**config.mk**
```make
export PLATFORM = sky130hd
export DESIGN_NAME = ccs_top
export DESIGN_NICKNAME = d
export VERILOG_FILES = /design/src/ccs_pkg.sv /design/src/ccs_settle.sv /design/src/ccs_top.sv
export SDC_FILE = /design/constraint.sdc
export NUM_CORES = 1
export LEC_CHECK = 0
export BUFFER_PORTS_ARGS = -buffer_cell sky130_fd_sc_hd__buf_2
export CAP_MARGIN = 20
export CORE_ASPECT_RATIO = 0.8
export CORE_MARGIN = 2
export CORE_UTILIZATION = 60
export DETAILED_ROUTE_END_ITERATION = 8
export HOLD_SLACK_MARGIN = 0.03
export PLACE_DENSITY = 0.86
export SLEW_MARGIN = 20
export SYNTH_ARGS = -nofsm -noshare
export SYNTH_HDL_FRONTEND = slang
export SYNTH_SLANG_ARGS = --single-unit
export TNS_END_PERCENT = 30
```
**constraint.sdc**
```tcl
create_clock -name ref_clk -period 7 [get_ports ref_clk]
set_clock_uncertainty 0.15 [all_clocks]
set_input_delay 2.1 -clock ref_clk [delete_from_list [all_inputs] [get_ports ref_clk]]
set_output_delay 2.1 -clock ref_clk [all_outputs]
set_load 0.01 [all_outputs]
```
**src/ccs_pkg.sv**
```systemverilog
// ccs_pkg: register map, field positions and timing of the clock switcher
package ccs_pkg;
   // clock and timing
   localparam int CLK_PERIOD_NS = 100;
   localparam int RST_PROC_MIN_NS = 11000;
   localparam int RST_PROC_CYC = (RST_PROC_MIN_NS + CLK_PERIOD_NS - 1)
      / CLK_PERIOD_NS;
   localparam int MAIN_SETTLE_NS = 204800;
   localparam int SUB_SETTLE_NS = 102400;
   localparam int INT_SETTLE_NS = 3200;
   localparam int SWITCH_NS = 400;
   localparam int SWITCH_CYC = (SWITCH_NS + CLK_PERIOD_NS - 1) / CLK_PERIOD_NS;
   localparam int CNT_W = 16;
   // register byte offsets
   localparam logic [4:0] OFS_OSC_MODE = 5'h00;
   localparam logic [4:0] OFS_MAIN_OSC = 5'h04;
   localparam logic [4:0] OFS_MAIN_CLK = 5'h08;
   localparam logic [4:0] OFS_INT_OSC = 5'h0C;
   localparam logic [4:0] OFS_PROC_CLK = 5'h10;
   localparam logic [4:0] OFS_SETTLE = 5'h14;
   // field positions
   localparam int B_EXT_SEL = 7;
   localparam int B_MAIN_PIN = 6;
   localparam int B_SUB_PIN = 4;
   localparam int B_MAIN_HALT = 7;
   localparam int B_HS_SRC = 2;
   localparam int B_MAIN_SEL = 0;
   localparam int B_INT_STABLE = 7;
   localparam int B_INT_HALT = 0;
   localparam int B_CPU_SUB = 4;
   localparam int B_ON_SUB = 5;
   localparam int B_MAIN_STAT = 1;
   // reset values
   localparam logic RV_MAIN_HALT = 1'b1;
   localparam logic RV_ZERO = 1'b0;
   // clock sources
   typedef enum logic [2:0] {
      CCS_SRC_INT = 3'b001,
      CCS_SRC_HS = 3'b010,
      CCS_SRC_SUB = 3'b100
   } ccs_src_t;
   // cpu clock states
   typedef enum logic [8:0] {
      CCS_ST_RST = 9'h001,
      CCS_ST_INT = 9'h002,
      CCS_ST_HS = 9'h004,
      CCS_ST_SUB = 9'h008,
      CCS_ST_HALT_INT = 9'h010,
      CCS_ST_HALT_HS = 9'h020,
      CCS_ST_HALT_SUB = 9'h040,
      CCS_ST_STOP_INT = 9'h080,
      CCS_ST_STOP_HS = 9'h100
   } ccs_state_t;
endpackage

```
**src/ccs_settle.sv**
```systemverilog
// ccs_settle: saturating oscillation settle counter
`timescale 1ns/1ps
`default_nettype none
module ccs_settle #(
   parameter int CNT_W = 16,
   parameter logic [CNT_W-1:0] LIMIT = 16'h0800
) (
   // clock and reset
   input wire logic ref_clk,
   input wire logic rst,
   // control
   input wire logic run,
   // status
   output logic [CNT_W-1:0] count,
   output logic settled
);
   logic [CNT_W-1:0] cnt_r;
   logic [CNT_W-1:0] cnt_nxt;

   // restarts from zero whenever the oscillator stops
   always_comb
   begin
      cnt_nxt = cnt_r;
      if (!run)
         cnt_nxt = '0;
      else if (cnt_r != LIMIT)
         cnt_nxt = cnt_r + 1'b1;
   end

   always_ff @(posedge ref_clk)
   begin
      if (rst)
         cnt_r <= '0;
      else
         cnt_r <= cnt_nxt;
   end

   assign count = cnt_r;
   assign settled = (cnt_r == LIMIT);
endmodule
`default_nettype wire

```
**src/ccs_top.sv**
```systemverilog
// ccs_top: cpu clock source state machine with avalon register slave
//
// Function
// - after reset the cpu runs on the internal oscillator with no writes
// - in two-threshold mode, wait for supply, then reset processing, then run
// - high speed source select accepts only one change per reset
// - halt gives a distinct halt state for each of the three clock states
// - osc mode register: input select bit 7, main pins 6, sub pins 4
// - main osc control register: halt at bit 7
// - main clock mode register: source select bit 2, main select bit 0
// - internal osc register: stable flag bit 7, halt bit 0
// - processor clock register: subsystem select at bit 4
// - two read-only status bits report which clock feeds the cpu
`timescale 1ns/1ps
`default_nettype none
module ccs_top
   import ccs_pkg::*;
#(
   parameter logic [ccs_pkg::CNT_W-1:0] MAIN_SETTLE_CYC =
      16'(ccs_pkg::MAIN_SETTLE_NS / ccs_pkg::CLK_PERIOD_NS),
   parameter logic [ccs_pkg::CNT_W-1:0] SUB_SETTLE_CYC =
      16'(ccs_pkg::SUB_SETTLE_NS / ccs_pkg::CLK_PERIOD_NS),
   parameter logic [ccs_pkg::CNT_W-1:0] INT_SETTLE_CYC =
      16'(ccs_pkg::INT_SETTLE_NS / ccs_pkg::CLK_PERIOD_NS)
) (
   // clock and reset
   input wire logic ref_clk,
   input wire logic rst,
   // avalon-mm slave
   input wire logic [4:0] address,
   input wire logic read,
   input wire logic write,
   input wire logic [3:0] byteenable,
   input wire logic [31:0] writedata,
   output logic [31:0] readdata,
   output logic waitrequest,
   // power and cpu events
   input wire logic power_on_clear_mode,
   input wire logic supply_above_upper,
   input wire logic halt_exec,
   input wire logic stop_exec,
   input wire logic wake_event,
   // clock outputs
   output ccs_pkg::ccs_src_t cpu_clk_src,
   output logic cpu_clk_run,
   output ccs_pkg::ccs_state_t cpu_clk_state,
   output logic main_osc_run,
   output logic sub_osc_run,
   output logic int_osc_run
);
   import ccs_pkg::*;

   ccs_state_t st_r, st_nxt;
   ccs_src_t cur_r, cur_nxt;
   logic [CNT_W-1:0] tmr_r, tmr_nxt;
   logic ext_sel_r, main_pin_r, sub_pin_r, main_halt_r, hs_src_r, main_sel_r;
   logic int_halt_r, cpu_sub_r, hs_lock_r, ack_r, main_stat_r;
   logic ext_sel_nxt, main_pin_nxt, sub_pin_nxt, main_halt_nxt, hs_src_nxt;
   logic main_sel_nxt, int_halt_nxt, cpu_sub_nxt, hs_lock_nxt, ack_nxt;
   logic main_stat_nxt;
   logic [31:0] rdata_r, rdata_nxt;
   logic wr_go, rd_go, stopped, main_ok, sub_ok, int_ok;
   logic main_settled, sub_settled, int_settled;
   logic [CNT_W-1:0] main_cnt;
   ccs_src_t req_src;

   function automatic logic src_ok(ccs_src_t s, logic i, logic m, logic b);
      src_ok = (s == CCS_SRC_INT) ? i : ((s == CCS_SRC_HS) ? m : b);
   endfunction

   // bus: one wait cycle, write lands at the second edge, read data is registered at the first
   assign waitrequest = (read || write) && !ack_r;
   assign wr_go = write && ack_r;
   assign rd_go = read && !ack_r;
   assign readdata = rdata_r;

   // oscillators
   assign stopped = (st_r == CCS_ST_STOP_INT) || (st_r == CCS_ST_STOP_HS);
   assign main_osc_run = main_pin_r && !main_halt_r && !stopped;
   assign int_osc_run = !int_halt_r && !stopped;
   assign sub_osc_run = sub_pin_r;

   ccs_settle #(.CNT_W(CNT_W), .LIMIT(MAIN_SETTLE_CYC)) u_main (
      .ref_clk(ref_clk), .rst(rst), .run(main_osc_run),
      .count(main_cnt), .settled(main_settled));
   ccs_settle #(.CNT_W(CNT_W), .LIMIT(SUB_SETTLE_CYC)) u_sub (
      .ref_clk(ref_clk), .rst(rst), .run(sub_osc_run),
      .count(), .settled(sub_settled));
   ccs_settle #(.CNT_W(CNT_W), .LIMIT(INT_SETTLE_CYC)) u_int (
      .ref_clk(ref_clk), .rst(rst), .run(int_osc_run),
      .count(), .settled(int_settled));

   // external input needs no settling; crystal does
   assign main_ok = main_osc_run && hs_src_r && (ext_sel_r || main_settled);
   assign int_ok = int_osc_run;
   assign sub_ok = sub_osc_run && sub_settled;

   // subsystem select dominates the main select
   assign req_src = cpu_sub_r ? CCS_SRC_SUB :
      ((main_sel_r && hs_src_r) ? CCS_SRC_HS : CCS_SRC_INT);

   // registers
   always_comb
   begin
      ext_sel_nxt = ext_sel_r;
      main_pin_nxt = main_pin_r;
      sub_pin_nxt = sub_pin_r;
      main_halt_nxt = main_halt_r;
      hs_src_nxt = hs_src_r;
      hs_lock_nxt = hs_lock_r;
      main_sel_nxt = main_sel_r;
      int_halt_nxt = int_halt_r;
      cpu_sub_nxt = cpu_sub_r;
      ack_nxt = (read || write) && !ack_r;
      rdata_nxt = rdata_r;
      if (wr_go && byteenable[0])
      begin
         unique case (address)
            OFS_OSC_MODE:
            begin
               ext_sel_nxt = writedata[B_EXT_SEL];
               main_pin_nxt = writedata[B_MAIN_PIN];
               sub_pin_nxt = writedata[B_SUB_PIN];
            end
            OFS_MAIN_OSC: main_halt_nxt = writedata[B_MAIN_HALT];
            OFS_MAIN_CLK:
            begin
               main_sel_nxt = writedata[B_MAIN_SEL];
               if (!hs_lock_r && writedata[B_HS_SRC] != hs_src_r)
               begin
                  hs_src_nxt = writedata[B_HS_SRC];
                  hs_lock_nxt = 1'b1;
               end
            end
            OFS_INT_OSC: int_halt_nxt = writedata[B_INT_HALT];
            OFS_PROC_CLK: cpu_sub_nxt = writedata[B_CPU_SUB];
            default: ;
         endcase
      end
      if (rd_go)
      begin
         rdata_nxt = '0;
         unique case (address)
            OFS_OSC_MODE:
            begin
               rdata_nxt[B_EXT_SEL] = ext_sel_r;
               rdata_nxt[B_MAIN_PIN] = main_pin_r;
               rdata_nxt[B_SUB_PIN] = sub_pin_r;
            end
            OFS_MAIN_OSC: rdata_nxt[B_MAIN_HALT] = main_halt_r;
            OFS_MAIN_CLK:
            begin
               rdata_nxt[B_HS_SRC] = hs_src_r;
               rdata_nxt[B_MAIN_SEL] = main_sel_r;
               rdata_nxt[B_MAIN_STAT] = main_stat_r;
            end
            OFS_INT_OSC:
            begin
               rdata_nxt[B_INT_STABLE] = int_osc_run && int_settled;
               rdata_nxt[B_INT_HALT] = int_halt_r;
            end
            OFS_PROC_CLK:
            begin
               rdata_nxt[B_CPU_SUB] = cpu_sub_r;
               rdata_nxt[B_ON_SUB] = (cur_r == CCS_SRC_SUB);
            end
            // settle counter for software to poll
            OFS_SETTLE: rdata_nxt[CNT_W-1:0] = main_cnt;
            default: ;
         endcase
      end
   end

   // state machine and clock switch
   always_comb
   begin
      st_nxt = st_r;
      cur_nxt = cur_r;
      tmr_nxt = tmr_r;
      main_stat_nxt = main_stat_r;
      unique case (st_r)
         // in two-threshold mode hold until supply passes the upper threshold, then count reset processing
         CCS_ST_RST:
         begin
            if (power_on_clear_mode && !supply_above_upper)
               tmr_nxt = '0;
            else if (tmr_r == CNT_W'(RST_PROC_CYC - 1))
            begin
               st_nxt = CCS_ST_INT;
               tmr_nxt = '0;
            end
            else
               tmr_nxt = tmr_r + 1'b1;
         end
         CCS_ST_INT, CCS_ST_HS, CCS_ST_SUB:
         begin
            if (halt_exec)
               st_nxt = (st_r == CCS_ST_INT) ? CCS_ST_HALT_INT :
                  ((st_r == CCS_ST_HS) ? CCS_ST_HALT_HS : CCS_ST_HALT_SUB);
            // stop not offered on subsystem clock
            else if (stop_exec && st_r != CCS_ST_SUB)
               st_nxt = (st_r == CCS_ST_INT) ? CCS_ST_STOP_INT :
                  CCS_ST_STOP_HS;
            // stay on old clock until new one valid
            else if (req_src != cur_r &&
               src_ok(req_src, int_ok, main_ok, sub_ok))
            begin
               if (tmr_r == CNT_W'(SWITCH_CYC - 1))
               begin
                  cur_nxt = req_src;
                  tmr_nxt = '0;
                  if (req_src != CCS_SRC_SUB)
                     main_stat_nxt = (req_src == CCS_SRC_HS);
                  st_nxt = (req_src == CCS_SRC_INT) ? CCS_ST_INT :
                     ((req_src == CCS_SRC_HS) ? CCS_ST_HS : CCS_ST_SUB);
               end
               else
                  tmr_nxt = tmr_r + 1'b1;
            end
            else
               tmr_nxt = '0;
         end
         CCS_ST_HALT_INT, CCS_ST_HALT_HS, CCS_ST_HALT_SUB:
            if (wake_event)
               st_nxt = (st_r == CCS_ST_HALT_INT) ? CCS_ST_INT :
                  ((st_r == CCS_ST_HALT_HS) ? CCS_ST_HS : CCS_ST_SUB);
         // oscillators restart on wake, so a wait is not modelled here
         CCS_ST_STOP_INT, CCS_ST_STOP_HS:
            if (wake_event)
               st_nxt = (st_r == CCS_ST_STOP_INT) ? CCS_ST_INT : CCS_ST_HS;
      endcase
   end

   always_ff @(posedge ref_clk)
   begin
      if (rst)
      begin
         st_r <= CCS_ST_RST;
         cur_r <= CCS_SRC_INT;
         tmr_r <= '0;
         main_stat_r <= RV_ZERO;
         ext_sel_r <= RV_ZERO;
         main_pin_r <= RV_ZERO;
         sub_pin_r <= RV_ZERO;
         main_halt_r <= RV_MAIN_HALT;
         hs_src_r <= RV_ZERO;
         hs_lock_r <= RV_ZERO;
         main_sel_r <= RV_ZERO;
         int_halt_r <= RV_ZERO;
         cpu_sub_r <= RV_ZERO;
         ack_r <= RV_ZERO;
         rdata_r <= '0;
      end
      else
      begin
         st_r <= st_nxt;
         cur_r <= cur_nxt;
         tmr_r <= tmr_nxt;
         main_stat_r <= main_stat_nxt;
         ext_sel_r <= ext_sel_nxt;
         main_pin_r <= main_pin_nxt;
         sub_pin_r <= sub_pin_nxt;
         main_halt_r <= main_halt_nxt;
         hs_src_r <= hs_src_nxt;
         hs_lock_r <= hs_lock_nxt;
         main_sel_r <= main_sel_nxt;
         int_halt_r <= int_halt_nxt;
         cpu_sub_r <= cpu_sub_nxt;
         ack_r <= ack_nxt;
         rdata_r <= rdata_nxt;
      end
   end

   assign cpu_clk_src = cur_r;
   assign cpu_clk_state = st_r;
   assign cpu_clk_run = (st_r == CCS_ST_INT) || (st_r == CCS_ST_HS) ||
      (st_r == CCS_ST_SUB);

   // slack for the release edge and the registered state
   localparam int RST_HI = RST_PROC_CYC + 3;
endmodule
`default_nettype wire

```
# Word-level counts from Yosys, hierarchy flattened
# Index checks and enable logic that the tools add are counted.
[totals]
elab_cells = 145
ff_bits = 103
in_bits = 50
output_inout_bits = 49
[op_classes]
n_eq_ne = 37
add_sub_neg = 4
bitwise = 5
n_reduce_logical = 45
n_mux = 36
[ops]
columns = ["op", "count"]
rows = [
  ["$mux 16", 6],
  ["$mux 9", 9],
  ["$add 16x1->16 const B", 4],
  ["$pmux 9 s4", 1],
  ["$pmux 16 s2", 1],
  ["$eq 16x11->1 const B", 1],
  ["$eq 16x12->1 const B", 1],
  ["$eq 16x2->1 const B", 1],
  ["$eq 16x6->1 const B", 1],
  ["$eq 16x7->1 const B", 1],
  ["$logic_and 1x1->1", 16],
  ["$mux 4", 4],
  ["$ne 16x11->1 const B", 1],
  ["$ne 16x12->1 const B", 1],
  ["$ne 16x6->1 const B", 1],
  ["$mux 7", 2],
  ["$ne 2x2->1 const B", 6],
  ["$reduce_and 6->1", 2],
  ["$eq 5x4->1 const B", 2],
  ["$eq 5x5->1 const B", 2],
  ["$reduce_and 2->1", 5],
  ["$eq 9x1->1 const B", 1],
  ["$eq 9x2->1 const B", 1],
  ["$eq 9x3->1 const B", 1],
  ["other kinds (32)", 56],
]

# Longest topological paths before layout
# Gate-level depths: netlist of run 1.
[logic_depth]
word_depth = 13
depth_mapped = 10
depth_no_buf = 9

# Modules after synthesis
# A second synthesis of run 1 with hierarchy kept.
[unflattened]
hier_cells = 632
area_unflattened_um2 = 5300.1
[modules_own_cells]
columns = ["mod", "cells_each", "area_each_um2", "instances"]
rows = [
  ["ccs_top", 365, 2980.4, 1],
  ["ccs_settle", 89, 773.2, 3],
]

# Worst setup path before layout of run 1
# Ideal clock, no wire load.
[synth_path]
path_kind = "input port to output port"
from = "in write"
to = "out waitrequest"
path_slack_ps = 2456
path_stages = 2
path_buffers = 0
t_required_ps = 4750
t_arrival_ps = 2294
cell_sequence = "nor2_1 nor2_1"
[synth_between]
elab_chain_len = 2
[synth_lines]
columns = ["element", "line", "rtl"]
rows = [
  ["start: declaration", "ccs_top.sv:32", "input wire logic write,"],
  ["$logic_or 1x1->1", "ccs_top.sv:72", "assign waitrequest = (read || write) && !ack_r;"],
  ["$logic_and 1x1->1", "ccs_top.sv:72", ""],
  ["end: declaration", "ccs_top.sv:36", "output logic waitrequest,"],
]
# Every way passes these cells.

# Final worst setup path of run 1
# Ends and elaborated chain as after synthesis.

==> results of run 1 <==
==> area by class of cell <==
type / count / area [um2] / area share [%]
clock buffer: 12 / 155 / 2.80
clock inverter: 4 / 20.0 / 0.362
inverter: 12 / 45.0 / 0.813
multi-input combinational: 470 / 2850 / 51.4
sequential: 103 / 2060 / 37.2
tap: 112 / 140 / 2.53
timing repair buffer: 53 / 268 / 4.84
==> power breakdown <==
part           leakage, nW  switching, mW  total, mW  internal, mW
Clock               0.0959          0.195      0.342         0.147
Combinational         1.08          0.133      0.219        0.0861
Sequential           0.832         0.0356      0.639         0.603
==> final timing paths <==
path                                 startpoint  cells past startpoint  slack (ns)               end
worst max-delay path                      write                      4        2.21       waitrequest
worst min register to register      readdata[5]                      2        0.31       readdata[5]
worst min-delay path                readdata[5]                      2        0.31       readdata[5]
worst max register to register  u_main.count[1]                      9        4.33  cpu_clk_state[8]
==> per-layer routing <==
| metal | routed length [um] | track usage [%] | up-vias |
|---|---|---|---|
| met3 | 603 | 6.02 | 13 |
| li1 | - | - | 2175 |
| met5 | 0 | 0 | - |
| met2 | 5370 | 39.9 | 126 |
| met4 | 127 | 7.34 | 0 |
| met1 | 5160 | 34.1 | 2107 |
==> sequential cells by signal, indices dropped and copies added, names as in the netlist, 3 cells and up <==
signal and flops:
u_sub.count 16, cpu_clk_state 9, readdata 16, cpu_clk_src 3, u_main.count 16, u_int.count 16
tmr_r 16
==> placed cells by master (no fill, tap or decap), types with 3 or more instances in the layout <==
| master | Yosys | final |
|---|---|---|
| a21oi_1 | 18 | 18 |
| a22oi_1 | 12 | 12 |
| a311oi_1 | 3 | 3 |
| and2_1 | 3 | 3 |
| and3_1 | 17 | 17 |
| buf_2 | 8 | 52 |
| clkbuf_8 | 0 | 11 |
| clkinv_2 | 0 | 4 |
| conb_1 | 1 | 16 |
| dfxtp_1 | 103 | 103 |
| ha_1 | 8 | 8 |
| inv_1 | 12 | 12 |
| mux2i_1 | 11 | 11 |
| nand2_1 | 38 | 38 |
| nand2b_1 | 12 | 12 |
| nand3_1 | 27 | 27 |
| nand3b_1 | 3 | 3 |
| nand4_1 | 13 | 13 |
| nor2_1 | 105 | 105 |
| nor2_2 | 4 | 4 |
| nor2b_1 | 7 | 7 |
| nor3_1 | 31 | 31 |
| nor3b_1 | 4 | 4 |
| nor4_1 | 10 | 10 |
| nor4b_1 | 7 | 7 |
| o211ai_1 | 4 | 4 |
| o21ai_0 | 10 | 10 |
| o21ai_1 | 3 | 3 |
| or3_1 | 6 | 6 |
| or4_1 | 5 | 5 |
| xnor2_1 | 20 | 20 |
| xor2_1 | 40 | 40 |
==> per-stage QoR <==
step	cells	power, mW	area (um2)	hold slack (ns)
2_1_floorplan	629	0.825	5190	0.288
4_1_cts	766	1.21	5540	0.309
6_report	766	1.20	5540	0.307
3_5_place_dp	750	0.868	5360	0.295
3_3_place_gp	750	0.860	5360	0.297
5_1_grt	766	1.26	5540	0.337
==> critical path: cells and delay by family <==
kind	cells	cell delay [ns]
AND/OR/NAND/NOR	2	0.19
buffers and inverters	2	0.24
==> cells by family (layout without fill, tap and decap cells) <==
family	count (synthesis)	after routing	synth area share [%]
AND/OR/NAND/NOR	305	305	30.3
flip-flops	103	103	40.1
AO/OA/AOI/OAI	69	69	9.43
XOR/XNOR	60	60	10.2
buffers and inverters	56	81	5.53
multiplexers	12	12	2.36
adder cells (fa/ha/maj)	8	8	1.95
other	1	16	0.0730
==> out/qor.yml, run 1 <==
critical_path:
  cp.required_ns: 4.75
  cp.arrival_ns: 2.54
  cp_slowest_cell: "nor2_1"
  crit_chain: "buf_2, nor2_1, nor2_1, buf_2"
  path_class: "in -> out"
  critical_path.endpoint_type: "output pin"
  cp_slowest_stage_delay_ns: 0.14
  start_kind: "input pin"
  crit_fanout: 3
placed_design:
  pre_cts_ws_ns: 2.22
  hpwl_mm: 8.14
  io_buffer_count: 52
  gp_congestion: 0.919
cells_and_area:
  drive_gt1_share_pct: 13.0
  nNetsFinal: 707
  diodes: 0
  fill_cells: 706
  area_growth_pct: 7.79
  post-route-util_pct: 65.9
clocking:
  cts-root-buf: "clkbuf_8"
  clk_pin_slew_worst_paths_ns: 0.09
  clockBufferDepth: 2
  post_cts_buffers: 0
  cts-resized-gates: 0
  cts_tree: "built"
  cts.sinks: 103
  numCtsBuffers: 9
  cts_hold_buffers: 0
  clk_latency_ns: 0.37
  cts_htree_levels: 3
sta:
  report.final.slew_viol_count: 0
  worst_slack_ns: 2.21
  relSlewSlack_pct: 43.0
  finalSetupViolations: 0
  fin_tns_setup_ns: 0
  period_needed_ns: 4.79
  final-hold-violation-count: 0
  tightestPinTransition_ns: 0.853
  rsz0062_at_grt: "no"
  max_freq_mhz: 209
  fin_crit_sh_pct: 68.4
global_routing:
  grtUsageTotal_pct: 25.0
  antenna_found_initial: 0
  grt-ovfl-total: 0
  grt_max_degree: 59
  grt_pass1_vias: 4009
  grt_pass1_wl_mm: 18.8
floorplan:
  die_h_um: 86.8
  rows: 30
  ios: 99
  start_util_pct: 61.1
  dieArea_mm2: 0.00932
  core_area_mm2: 0.00841
  die_w_um: 107
detailed_routing:
  drt-vias-per-instance: 5.77
  drt_pass1_iterations: 6
  drt-total-wl_mm: 11.3
  dr_total_vias: 4421
  final_antenna_net_count: 0
  drt_iter0_drc: 430
  wl_per_cell_um: 14.7
  post-route-drc-count: 0
logic_synthesis:
  synth-seq-area-share_pct: 40.1
  synth.top_cell.area_share_pct: 40.1
  synth_area_leaders: "dfxtp_1 40%, nor2_1 7.7%, xor2_1 6.8%"
  synth.top_cells.by_count: "105 x nor2_1, 103 x dfxtp_1, 40 x xor2_1"
  syn_avg_cell_area_um2: 8.37
  async_flop_share_pct: 0
  synthFlopType: "dfxtp_1"
  yosysTopAreaCell: "dfxtp_1"
  synth_edf_count: 0
  yosysWarnings: 0
  syn_area_mm2: 0.00514
  synth.distinct_cells: 58
  syn_inst: 614
  ys_ff_latch: 103
  yosysMostFrequentCell: "nor2_1"
pwr:
  powerDensity_mw_per_mm2: 217
  ir_worst_vdd_uv: 135
  p_leak_nw: 2.01
job:
  max-cap-violations: 0
status:
  status: "complete, no violations"
min_path:
  hold_path_class: "reg -> reg"
(Power assumes the default switching activity.)
==> inputs of run 2 (changes only) <==
Settings changed: ABC_AREA set to 1, CORE_UTILIZATION 60 to 56, PLACE_DENSITY 0.86 to 0.8.
Clock period 7 ns to 4.42 ns, I/O delays scaled along.
==> out/qor.yml, run 2 <==
logic_synthesis:
  synth.distinct_cells: 51
  syn_area_mm2: 0.00558
  synth_area_leaders: "dfxtp_1 37%, nand2_1 8.8%, nor2_1 7.2%"
  synthFlopType: "dfxtp_1"
  synth-seq-area-share_pct: 36.9
  synth.top_cells.by_count: "131 x nand2_1, 107 x nor2_1, 103 x dfxtp_1"
  synth_edf_count: 0
  yosysMostFrequentCell: "nand2_1"
  syn_avg_cell_area_um2: 7.01
  syn_inst: 796
  ys_ff_latch: 103
  async_flop_share_pct: 0
  synth.top_cell.area_share_pct: 36.9
  yosysWarnings: 0
  yosysTopAreaCell: "dfxtp_1"
min_path:
  hold_path_class: "reg -> reg"
  whs_path_depth: 2
  min-delay-start: "u_int.count[3]"
  min_to: "u_int.count[3]"
detailed_routing:
  wl_per_cell_um: 12.7
  drt-vias-per-instance: 5.31
  dr_total_vias: 5218
  drt-total-wl_mm: 12.5
  drt_pass1_iterations: 5
  final_antenna_net_count: 0
  drt_iter0_drc: 397
  post-route-drc-count: 0
job:
  max-cap-violations: 0
critical_path:
  rr_endpoint: "tmr_r[7]"
  start_kind: "flop"
  critical_path.endpoint_type: "output pin"
  cp.buffers_inverters: 2
  cp_slowest_stage_delay_ns: 0.40
  crit_chain: "nor2_2, nand2_1, nor2_1, nand2_2, nand3_1, inv_1, buf_2"
  crit_fanout: 7
  rrSetupSlack_ns: 2.17
  cp_top_family: "simple AND/OR/NAND/NOR gates"
  cp.arrival_ns: 1.84
  r2r_start: "cpu_clk_state[6]"
  path_class: "reg -> out"
  cp_slowest_cell: "dfxtp_1"
  r2r_cells: 10
  cp.required_ns: 2.94
sta:
  period_needed_ns: 3.32
  finalSetupViolations: 0
  rsz0062_at_grt: "no"
  final-hold-violation-count: 0
  fin_tns_setup_ns: 0
  max_freq_mhz: 301
  fin_crit_sh_pct: 75.1
  report.final.slew_viol_count: 0
  relSlewSlack_pct: 43.3
  tightestPinTransition_ns: 0.842
clocking:
  cts_hold_buffers: 0
  clk_latency_ns: 0.34
  post_cts_buffers: 0
  numCtsBuffers: 9
  cts-resized-gates: 0
  clk_pin_slew_worst_paths_ns: 0.07
  cts_tree: "built"
  cts-root-buf: "clkbuf_16"
  clockBufferDepth: 2
  cts_htree_levels: 3
  cts.sinks: 103
cells_and_area:
  final_common_cell: "nand2_1"
  nNetsFinal: 900
  area_growth_pct: 9.48
  layout_common_cells: "131 x nand2_1, 107 x nor2_1, 103 x dfxtp_1"
  stdcell_area_mm2: 0.00611
  diodes: 0
  fill_cells: 898
  drive_gt1_share_pct: 14.4
pwr:
  p_leak_nw: 2.46
  ir_worst_vdd_uv: 251
  powerDensity_mw_per_mm2: 413
placed_design:
  io_buffer_count: 52
  gp_congestion: 0.936
  place_area_mm2: 0.00585
  hpwl_mm: 9.27
floorplan:
  dieArea_mm2: 0.0108
  rows: 32
  ios: 99
  start_util_pct: 57.6
  core_area_mm2: 0.00969
  die_w_um: 116
  die_h_um: 93.3
global_routing:
  grt_pass1_vias: 4688
  grt_max_degree: 33
  grt_pass1_wl_mm: 21.1
  grtUsageTotal_pct: 24.1
  grt-ovfl-total: 0
  antenna_found_initial: 1
status:
  status: "complete, no violations"
## run 2: kinds of logic after synthesis
kind of cell / after synthesis / share of synthesized area [%]
adders and majority gates: 8 / 1.79
AOI/OAI and AO/OA: 138 / 14.3
DFF: 103 / 36.9
and+or+nand+nor: 387 / 32.9
buffers and inverters: 144 / 11.7
other: 1 / 0.0672
xor gates and xnor gates: 15 / 2.35
## run 2: area by class of cell
cell class	instances	area [um2]	share of cell area [%]
multi-input combinational	564	2930	47.9
tap	136	170	2.78
inverter	110	413	6.76
clock buffer	12	246	4.03
sequential	103	2060	33.7
timing repair buffer	54	275	4.50
clock inverter	3	20.0	0.328
## run 2: stage by stage
stage / cells / hold slack, ns / setup slack (ns) / power, mW / utilization, %
floorplan: 811 / 0.291 / 1.42 / 1.72 / -
global placement: 967 / 0.303 / 1.21 / 1.79 / 60.3
detailed placement: 967 / 0.305 / 1.16 / 1.80 / 60.3
CTS: 982 / 0.315 / 1.14 / 2.53 / 63.1
global route: 982 / 0.339 / 0.977 / 2.67 / 63.1
finish: 982 / 0.315 / 1.10 / 2.52 / 63.1
## run 2: worst max-delay path by stage
stage / startpoint / to / slack, ns / cells past startpoint
2_1_floorplan: write / waitrequest / 1.42 / 2
3_3_place_gp: write / waitrequest / 1.21 / 4
3_5_place_dp: write / waitrequest / 1.16 / 4
4_1_cts: cpu_clk_state[1] / main_osc_run / 1.14 / 7
5_1_grt: cpu_clk_state[1] / main_osc_run / 0.98 / 7
6_report: cpu_clk_state[1] / main_osc_run / 1.10 / 7
## run 2: power by group
group | internal [mW] | leakage, nW | switching (mW)
logic | 0.239 | 1.50 | 0.514
registers | 0.982 | 0.835 | 0.0611
clock network | 0.394 | 0.125 | 0.334
## run 2: layer usage
layer	track usage, %	vias up	part of all wire, %
met2	39.3	143	46
met5	0	-	0
met3	4.93	16	5.2
li1	-	2670	-
met1	32.5	2389	47
met4	6.35	0	1.1
## run 2: worst min-delay path, cell delays in order, from the launching register on
cell,delay (ns)
dfxtp_1,0.31
nand2_1,0.06
a21oi_1,0.05
